$ cat config.mk
export PLATFORM = sky130hd
export DESIGN_NAME = acso_top
export DESIGN_NICKNAME = d
export VERILOG_FILES = /design/src/verilog/acso_pkg.sv /design/src/verilog/acso_skid.sv /design/src/verilog/acso_top.sv
export VERILOG_INCLUDE_DIRS = /design/src /design/src/verilog
export SDC_FILE = /design/constraint.sdc
export NUM_CORES = 1
export LEC_CHECK = 0
export ABC_AREA = 1
export BUFFER_PORTS_ARGS = -buffer_cell sky130_fd_sc_hd__buf_2
export CAP_MARGIN = 25
export CELL_PAD_IN_SITES_DETAIL_PLACEMENT = 1
export CELL_PAD_IN_SITES_GLOBAL_PLACEMENT = 2
export CORE_UTILIZATION = 33
export CTS_CLUSTER_SIZE = 24
export DETAILED_ROUTE_END_ITERATION = 7
export PLACE_DENSITY_LB_ADDON = 0.15
export SLEW_MARGIN = 25
export SYNTH_ARGS = -nofsm -noshare
export SYNTH_HDL_FRONTEND = slang
export SYNTH_HIERARCHICAL = 1
export SYNTH_SLANG_ARGS = --single-unit
$ cat constraint.sdc
create_clock -name i_clk -period 2.23 [get_ports i_clk]
set_input_delay 0 -clock i_clk [delete_from_list [all_inputs] [get_ports i_clk]]
set_output_delay 0 -clock i_clk [all_outputs]
set_load 0.005 [all_outputs]
$ cat src/verilog/acso_regs.svh
`ifndef ACSO_REGS_SVH
`define ACSO_REGS_SVH

// ==========================================================================
// Word layout
// ==========================================================================
// Bits in one conversion word.
`define ACSO_WORD_BITS 24
// Index of the most significant bit of a word.
`define ACSO_MSB 23
// Last bit count of a complete read.
`define ACSO_LAST_BIT 5'h17

// ==========================================================================
// Reset and saturation values
// ==========================================================================
// Synchroniser reset: trigger, sleep and chip select sit inactive (high).
`define ACSO_SYNC_RST 8'h38
// Full scale word used when a unipolar result saturates high.
`define ACSO_FULL_SCALE 24'hffffff

// ==========================================================================
// Timing counts
// ==========================================================================
// Period of the block clock, in ns.
`define ACSO_CLK_NS 4
// Period of the on-chip oscillator, in ns.
`define ACSO_OSC_NS 32
// Oscillator divider, in block clock cycles.
`define ACSO_OSC_DIV (`ACSO_OSC_NS / `ACSO_CLK_NS)
// Master clock pin quiet this long counts as tied, in ns.
`define ACSO_MCLK_IDLE_NS 1000
// The same quiet time in block clock cycles (rounded down).
`define ACSO_MCLK_IDLE_CYC (`ACSO_MCLK_IDLE_NS / `ACSO_CLK_NS)
// Master clock cycles from trigger to finished word.
`define ACSO_SAMPLE_TRIGGER_N_TICKS 1182
// Master clock cycles of the reset sequence.
`define ACSO_RST_TICKS 16
// Ready rises this many master clock cycles before new data.
`define ACSO_EARLY_TICKS 2

`endif

$ cat src/verilog/acso_pkg.sv
`default_nettype none
// ==========================================================================
// Shared types
// ==========================================================================
package acso_pkg;
	// Conversion sequencer states.
	typedef enum logic [1:0] {
		ST_RST,
		ST_IDLE,
		ST_SAMPLE_TRIGGER_N,
		ST_HOLD
	} acso_state_t;
endpackage : acso_pkg
`default_nettype wire

$ cat src/verilog/acso_skid.sv
`timescale 1ns/1ps
`default_nettype none
`include "acso_regs.svh"
// ==========================================================================
// Two-entry word buffer
// ==========================================================================
module acso_skid
	import acso_pkg::*;
#(
	parameter int W = `ACSO_WORD_BITS
) (
	input  wire logic         i_clk,
	input  wire logic         i_rst,
	input  wire logic         i_ce,
	input  wire logic         i_valid,
	output logic              o_ready,
	input  wire logic [W-1:0] i_data,
	output logic              o_valid,
	input  wire logic         i_ready,
	output logic      [W-1:0] o_data
);
	logic [W-1:0] mem_r [0:1];  // Two storage entries.
	logic         wr_ptr_r;     // Next entry to fill.
	logic         rd_ptr_r;     // Next entry to drain.
	logic [1:0]   cnt_r;        // Entries in use.
	logic         push;         // Word accepted this cycle.
	logic         pop;          // Word taken this cycle.

	// Full and empty come straight from the fill count.
	assign o_ready = (cnt_r != 2'h2);
	assign o_valid = (cnt_r != 2'h0);
	assign o_data  = mem_r[rd_ptr_r];
	assign push    = i_valid & o_ready;
	assign pop     = o_valid & i_ready;

	// Storage write, one entry per push.
	always_ff @(posedge i_clk) begin
		if (i_ce && push) begin
			mem_r[wr_ptr_r] <= i_data;
		end
	end

	// Pointers and fill count.
	always_ff @(posedge i_clk) begin
		if (i_rst) begin
			wr_ptr_r <= 1'b0;
			rd_ptr_r <= 1'b0;
			cnt_r    <= 2'h0;
		end else if (i_ce) begin
			if (push) begin
				wr_ptr_r <= ~wr_ptr_r;
			end
			if (pop) begin
				rd_ptr_r <= ~rd_ptr_r;
			end
			cnt_r <= cnt_r + {1'b0, push} - {1'b0, pop};
		end
	end
endmodule : acso_skid
`default_nettype wire

$ cat src/verilog/acso_top.sv
`timescale 1ns/1ps
`default_nettype none
`include "acso_regs.svh"
module acso_top
	import acso_pkg::*;
#(
	parameter int P_SAMPLE_TRIGGER_N_TICKS = `ACSO_SAMPLE_TRIGGER_N_TICKS,
	parameter int P_RST_TICKS  = `ACSO_RST_TICKS
) (
	input  wire logic        i_clk,
	input  wire logic        i_rst,
	input  wire logic        i_ce,
	input  wire logic        i_reset_n,
	input  wire logic        i_sleep_n,
	input  wire logic        i_sample_trigger_n,
	input  wire logic        i_polarity_select,
	input  wire logic        i_port_role_select,
	input  wire logic        i_cs_n,
	input  wire logic        i_mclk,
	input  wire logic        i_sclk,
	input  wire logic [23:0] i_filter_data,
	output logic             o_sclk,
	output logic             o_sclk_oe,
	output logic             o_serial_result_out,
	output logic             o_serial_result_oe,
	output logic             o_ready_n,
	output logic             o_analog_pd,
	output logic             o_osc_running,
	output logic             o_sample_trigger_n_busy
);
	// ======================================================================
	// Pin synchronisers
	// ======================================================================
	logic [7:0]  pins;        // Raw pins, one bit each.
	logic [7:0]  s1_r;        // First stage, read only by the second.
	logic [7:0]  s2_r;        // Second stage, safe to use.
	logic        mclk_s;      // Master clock pin, synchronised.
	logic        sclk_s;      // Host shift clock, synchronised.
	logic        cs_n_s;      // Chip select, synchronised.
	logic        trig_n_s;    // Conversion trigger, synchronised.
	logic        sleep_n_s;   // Sleep pin, synchronised.
	logic        reset_n_s;   // Reset pin, synchronised.
	logic        pol_s;       // Polarity select, synchronised.
	logic        role_s;      // Port role select, synchronised.
	logic        rst_all;     // Reset of all block state except the pin synchronisers.
	// Reset levels of the synchroniser, one bit per pin.
	localparam logic [7:0] SYNC_RST = `ACSO_SYNC_RST;

	assign pins = {i_mclk, i_sclk, i_cs_n, i_sample_trigger_n,
		i_sleep_n, i_reset_n, i_polarity_select, i_port_role_select};
	assign {mclk_s, sclk_s, cs_n_s, trig_n_s,
		sleep_n_s, reset_n_s, pol_s, role_s} = s2_r;

	// two flops per pin
	// Two flip-flops per pin before any logic looks at it.
	genvar g;
	generate
		for (g = 0; g < 8; g++) begin : g_sync
			always_ff @(posedge i_clk) begin
				if (i_rst) begin
					s1_r[g] <= SYNC_RST[g];
					s2_r[g] <= SYNC_RST[g];
				end else if (i_ce) begin
					s1_r[g] <= pins[g];
					s2_r[g] <= s1_r[g];
				end
			end
		end
	endgenerate

	assign rst_all = i_rst | ~reset_n_s;

	// ======================================================================
	// Master clock selection
	// ======================================================================
	logic        mclk_d_r;    // Master clock pin, one cycle later.
	logic        sclk_d_r;    // Host shift clock, one cycle later.
	logic [7:0]  idle_cnt_r;  // Cycles since the last master pin edge.
	logic [3:0]  osc_cnt_r;   // On-chip oscillator divider.
	logic        mclk_idle;   // Master pin has stopped toggling.
	logic        osc_mode;    // Pin tied low: oscillator runs while awake.
	logic        mclk_stop;   // Pin held high: every clock stops.
	logic        tick;        // One master clock period has passed.

	assign mclk_idle = (idle_cnt_r == 8'(`ACSO_MCLK_IDLE_CYC));
	assign osc_mode  = mclk_idle & ~mclk_s;
	assign mclk_stop = mclk_idle & mclk_s;
	assign o_osc_running = osc_mode & sleep_n_s;
	assign o_analog_pd   = ~sleep_n_s;
	assign tick = (~mclk_idle & mclk_s & ~mclk_d_r)
		| (o_osc_running & (osc_cnt_r == 4'h0));

	// Edge history of the master and shift clock pins, and quiet-time watch on the master pin.
	always_ff @(posedge i_clk) begin
		if (rst_all) begin
			mclk_d_r   <= 1'b0;
			sclk_d_r   <= 1'b0;
			idle_cnt_r <= 8'h00;
		end else if (i_ce) begin
			mclk_d_r <= mclk_s;
			sclk_d_r <= sclk_s;
			if (mclk_s != mclk_d_r) begin
				idle_cnt_r <= 8'h00;
			end else if (!mclk_idle) begin
				idle_cnt_r <= idle_cnt_r + 8'h01;
			end
		end
	end

	// Oscillator divider, frozen unless the oscillator may run.
	always_ff @(posedge i_clk) begin
		if (rst_all) begin
			osc_cnt_r <= 4'h0;
		end else if (i_ce && o_osc_running) begin
			if (osc_cnt_r == 4'(`ACSO_OSC_DIV - 1)) begin
				osc_cnt_r <= 4'h0;
			end else begin
				osc_cnt_r <= osc_cnt_r + 4'h1;
			end
		end
	end

	// ======================================================================
	// Conversion sequencer
	// ======================================================================
	acso_state_t state_r;     // Sequencer state.
	logic [11:0] sample_trigger_n_cnt_r;  // Master clock cycles counted.
	logic [23:0] word_r;      // Coded result waiting for the buffer.
	logic        start_ok;    // Trigger low and awake.
	logic        sample_trigger_n_last;   // Last master cycle of a conversion.
	logic        early;       // Moment to raise ready ahead of data.
	logic        buf_in_rdy;  // Buffer has room.
	logic        buf_valid;   // Buffer holds a word.
	logic [23:0] buf_data;    // Oldest buffered word.
	logic        load;        // Word moves into the output register.
	logic        reading_r;   // A read of the port is under way.

	assign start_ok  = ~trig_n_s & sleep_n_s;
	assign sample_trigger_n_last = tick & (sample_trigger_n_cnt_r == 12'(P_SAMPLE_TRIGGER_N_TICKS - 1));
	assign early = tick & ~reading_r & (state_r == ST_SAMPLE_TRIGGER_N)
		& (sample_trigger_n_cnt_r == 12'(P_SAMPLE_TRIGGER_N_TICKS - 1 - `ACSO_EARLY_TICKS));
	assign o_sample_trigger_n_busy = (state_r == ST_SAMPLE_TRIGGER_N);

	// Output coding of a finished result.
	function automatic logic [23:0] acso_code(
		input logic [23:0] d,
		input logic        bp
	);
		logic [23:0] c;
		if (bp) begin
			c = d;
		end else if (d[`ACSO_MSB]) begin
			c = 24'h000000;
		end else if (d[22]) begin
			c = `ACSO_FULL_SCALE;
		end else begin
			c = {d[22:0], 1'b0};
		end
		return c;
	endfunction : acso_code

	// Sequencer: reset wait, idle, converting, handing off.
	always_ff @(posedge i_clk) begin
		if (rst_all) begin
			state_r    <= ST_RST;
			sample_trigger_n_cnt_r <= 12'h000;
			word_r     <= 24'h000000;
		end else if (i_ce) begin
			unique case (state_r)
				// Count out the reset sequence in master cycles.
				ST_RST: begin
					if (tick) begin
						sample_trigger_n_cnt_r <= sample_trigger_n_cnt_r + 12'h001;
					end
					if (tick && sample_trigger_n_cnt_r == 12'(P_RST_TICKS - 1)) begin
						state_r    <= ST_IDLE;
						sample_trigger_n_cnt_r <= 12'h000;
					end
				end
				ST_IDLE: begin
					if (start_ok) begin
						state_r    <= ST_SAMPLE_TRIGGER_N;
						sample_trigger_n_cnt_r <= 12'h000;
					end
				end
				// Running; later triggers are ignored here.
				ST_SAMPLE_TRIGGER_N: begin
					if (!sleep_n_s) begin
						state_r <= ST_IDLE;
					end else if (sample_trigger_n_last) begin
						state_r <= ST_HOLD;
						word_r  <= acso_code(i_filter_data, pol_s);
					end else if (tick) begin
						sample_trigger_n_cnt_r <= sample_trigger_n_cnt_r + 12'h001;
					end
				end
				// Wait for room in the buffer.
				ST_HOLD: begin
					if (buf_in_rdy) begin
						state_r <= ST_IDLE;
					end
				end
			endcase
		end
	end

	// ======================================================================
	// Word buffer between sequencer and port
	// ======================================================================
	acso_skid #(
		.W (`ACSO_WORD_BITS)
	) u_skid (
		.i_clk   (i_clk),
		.i_rst   (rst_all),
		.i_ce    (i_ce),
		.i_valid (state_r == ST_HOLD),
		.o_ready (buf_in_rdy),
		.i_data  (word_r),
		.o_valid (buf_valid),
		.i_ready (~reading_r),
		.o_data  (buf_data)
	);

	assign load = buf_valid & ~reading_r;

	// ======================================================================
	// Serial output port
	// ======================================================================
	logic [23:0] sreg_r;      // Output shift register.
	logic [4:0]  bit_cnt_r;   // Rising edges seen in this read.
	logic        sclk_r;      // Self-made shift clock.
	logic        host_rise;   // Host shift clock rising edge.
	logic        self_rise;   // Self-made shift clock rising edge.
	logic        shift;       // Advance one bit.
	logic        last_bit;    // This edge empties the port.

	assign host_rise = ~role_s & ~cs_n_s & sclk_s & ~sclk_d_r;
	assign self_rise = role_s & reading_r & tick & ~sclk_r;
	assign shift     = (host_rise | self_rise) & (reading_r | ~role_s);
	assign last_bit  = shift & (bit_cnt_r == `ACSO_LAST_BIT);

	assign o_sclk              = sclk_r;
	assign o_serial_result_out = sreg_r[`ACSO_MSB];
	assign o_serial_result_oe  = ~cs_n_s;
	assign o_sclk_oe           = role_s & ~cs_n_s;

	// Shift register and read tracking.
	always_ff @(posedge i_clk) begin
		if (rst_all) begin
			sreg_r    <= 24'h000000;
			// The port starts empty, so stray edges begin no read.
			bit_cnt_r <= 5'(`ACSO_WORD_BITS);
			reading_r <= 1'b0;
		end else if (i_ce) begin
			if (load) begin
				sreg_r    <= buf_data;
				bit_cnt_r <= 5'h00;
				reading_r <= role_s & ~cs_n_s;
			end else if (shift && bit_cnt_r <= `ACSO_LAST_BIT) begin
				sreg_r    <= {sreg_r[22:0], 1'b0};
				bit_cnt_r <= bit_cnt_r + 5'h01;
				reading_r <= ~last_bit;
			end
		end
	end

	// Self-made shift clock toggles once per master cycle.
	always_ff @(posedge i_clk) begin
		if (rst_all) begin
			sclk_r <= 1'b0;
		end else if (i_ce && tick && role_s && (reading_r || sclk_r)) begin
			sclk_r <= ~sclk_r;
		end
	end

	// ======================================================================
	// Ready flag
	// ======================================================================
	// Falls on each load; rises on empty, early warning or fresh start.
	always_ff @(posedge i_clk) begin
		if (rst_all) begin
			o_ready_n <= 1'b1;
		end else if (i_ce) begin
			if (load) begin
				o_ready_n <= 1'b0;
			end else if (state_r == ST_RST && tick
				&& sample_trigger_n_cnt_r == 12'(P_RST_TICKS - 1)) begin
				o_ready_n <= 1'b0;
			end else if (last_bit || early) begin
				o_ready_n <= 1'b1;
			end else if (state_r == ST_IDLE && start_ok && !reading_r) begin
				o_ready_n <= 1'b1;
			end
		end
	end
endmodule : acso_top
`default_nettype wire

==> metrics.txt <==
initial antenna violation count=0; CTS tree=done; fmax=0.492 GHz; H-tree levels=4; DRT Wirelength=18100 um; DR vias=6220; DR pass1 iterations=4; P per Cell Area=675 nW/um2; diodes inserted=0; final hold viol count=0; hpwl dp=12700 um; HP Class=input port to flop; post-synthesis cell type count=39; Mean Syn Cell Area=7.78 um2; cell depth of the worst setup path=13; grt ovf=0; Clk Latency, worst-skew pair=430 ps; outcome=finished, final reports clean; first-pass GRT wire length=31100 um; largest net degree at the start of global routing=46; Final WS setup=196 ps; Longest Clk Path Bufs=2; # rows=54; Routed wire per std cell=13.6 um; Worst Reg-to-Reg Cells=13; area of the mapped netlist=7550 um2; critical path class=flop to flop; multi-input logic area=3310 um2; # DRC=0; Die Ht=153 um; slowest library cell on the worst path=dfxtp_1; Mapped Nets=1019; Die X=153 um; Initial DRC Count=242; most used cell, CP=nand2_1; RePlAce Congestion=0.795; all-layer global routing usage=16.4%; full die area=23500 um2; clk_skew=12.4 ps; WP buf/inv=3; relative slew slack=60.3%; CP top delay family=simple AND/OR/NAND/NOR gates; CP Data Required Time=2580 ps; LEAKAGE=3.81 nW; Seq. cell area=3540 um2; Synth Register Bits=153; Warnings, synthesis=6; MaxCap Viol Count=0; Core Region=22100 um2; type of origin of the critical path=flop; Setup violations, final=0; Final period util=91.2%; register area share after synthesis=47.0%; number of vias per cell=4.65; # port buffers=42; cts bufs inserted=17; post-route setup TNS=0 ps; vias in the first global route=6184; Initial Util=34.2%; synthesized instance count=970; critical path peak fanout=18; dpl ws=82.8 ps; CP Cell Sequence=inv_1 > ha_1 > nand2_1 > nor2_2 > nand2_1 > nand3_2 > nand2_4 > buf_6 > nand3_1 > nand3_2 > buf_4 > nand2_1 > a21oi_1; Worst Tran Pin Value=589 ps; Synth-to-Final Area Change=19.5%; hold depth=2; Arr. time, crit path=2390 ps; nets@finish=1095; Max stage delay on crit path=350 ps; antenna viol nets, final=0; Layout fillers=2656; peak supply drop=0.472 mV; Final Max Slew Viols=0; Worst setup EP type=flop; clk sinks=153; Root Buffer=clkbuf_16; fraction of layout cells with a size suffix above 1=14.0%; Worst-path clk slew=70 ps; I/O pin count=43; minimum clock period=2030 ps
worst reg2reg max path: cells and delay by family, from the launching register on:
kind,cells,cell delay (ps)
flip-flops,1,350
buffers and inverters,3,450
adder cells (fa/ha/maj),1,210
AND/OR/NAND/NOR,8,820
AO/OA/AOI/OAI,1,140
final timing paths:
path	endpoint	startpoint	slack (ps)
worst min register to register	u_skid/mem_r[1][7]	word_r[7]	450
worst min-delay path	sleep_n_s	i_ce	4
worst max-delay path	sample_trigger_n_cnt_r[10]	idle_cnt_r[0]	200
worst max register to register	sample_trigger_n_cnt_r[10]	idle_cnt_r[0]	200
where the power goes:
| part | total (mW) | switching, mW | internal, mW | leakage [nW] |
|---|---|---|---|---|
| sequential | 2.89 | 0.0178 | 2.87 | 1.41 |
| clock | 2.88 | 1.30 | 1.58 | 0.275 |
| combinational | 0.319 | 0.182 | 0.137 | 2.13 |
synthesized netlist by cell type:
cell,number,area share [%]
o21a_1,2,0.20
nand4_1,16,1.3
mux2_2,4,0.60
a211oi_1,2,0.20
mux2_4,20,4.0
o21ai_0,98,6.5
o21ai_1,2,0.13
nor3b_1,1,0.10
o211ai_1,1,0.10
inv_1,110,5.5
ha_1,14,2.3
nor3_1,11,0.73
a311oi_1,1,0.12
nor2_1,118,5.9
nand3_1,33,2.2
nor3_2,1,0.13
edfxtp_1,48,19
buf_4,4,0.40
clkinv_1,2,0.10
inv_2,1,0.050
clkbuf_1,26,1.3
a22oi_1,1,0.10
nand2_1,242,12
xnor2_1,3,0.35
or2_2,1,0.083
o21ai_2,1,0.12
buf_12,2,0.53
buf_2,11,0.73
nand2_2,2,0.17
nand4_2,1,0.17
dfxtp_1,105,28
nor4_1,1,0.083
a41oi_1,1,0.12
nand3_2,1,0.13
nand2_4,3,0.45
nor2_2,2,0.17
buf_6,6,0.90
xor2_1,7,0.81
a21oi_1,65,4.3
repair_timing:
action | 4_1_cts | 5_1_grt
gates resized for setup | 0 | 4
endpoints found under the hold margin | 25 | 0
hold buffers | 30 | 0
setup buffers | 0 | 5
endpoints found under the setup margin | 0 | 33
area by class of cell:
| cell class | instances | share of cell area (%) |
|---|---|---|
| Clock buffer | 17 | 4.72 |
| Inverter | 113 | 4.71 |
| Tap cell | 280 | 3.89 |
| Clock inverter | 15 | 1.72 |
| Multi-Input combinational cell | 655 | 36.7 |
| Sequential cell | 153 | 39.3 |
| Timing Repair Buffer | 106 | 8.95 |
sequential cells by signal (all words and copies together), names as in the netlist, 2 cells and up, named ones only:
signal / flops
u_skid/mem_r: 48
sreg_r: 24
word_r: 24
sample_trigger_n_cnt_r: 12
idle_cnt_r: 8
s1_r: 8
bit_cnt_r: 5
osc_cnt_r: 4
state_r: 2
u_skid/cnt_r: 2
layer usage:
metal | part of all wire (%) | track usage (%) | vias up | wire [um]
met3 | 2.0 | 2.64 | 14 | 368
met1 | 56 | 24.4 | 2861 | 10100
met4 | 1.0 | 5.24 | 0 | 183
li1 | - | - | 3286 | -
met2 | 41 | 24.1 | 59 | 7500
met5 | 0 | 0 | - | 0
cells by family after synthesis:
group / count (synthesis) / share of synthesized area, %
AOI/OAI and AO/OA: 174 / 11.9
xor gates and xnor gates: 10 / 1.16
and+or+nand+nor: 433 / 23.6
muxes: 24 / 4.58
DFF: 153 / 47.0
buffers and inverters: 162 / 9.47
adders and majority gates: 14 / 2.32
per-stage QoR:
stage	util [%]	hold slack, ps	area [um2]	power, mW	instances
floorplan	-	99.7	7550	3.12	970
global placement	36.5	217	8070	3.22	1272
detailed placement	36.5	221	8070	3.22	1272
CTS	40.5	0.390	8950	6.15	1334
global route	40.8	33.9	9010	6.33	1339
finish	40.8	3.64	9010	6.09	1339
layout by cell type, fill, tap and decap left out, types with 30 or more instances in the layout:
cell,n
edfxtp_1,48
inv_1,110
a21oi_1,65
nand2_1,242
o21ai_0,98
nand3_1,32
buf_4,30
dlygate4sd3_1,30
nor2_1,117
dfxtp_1,105
buf_2,42
No activity file was read; power rests on OpenSTA's default activity.
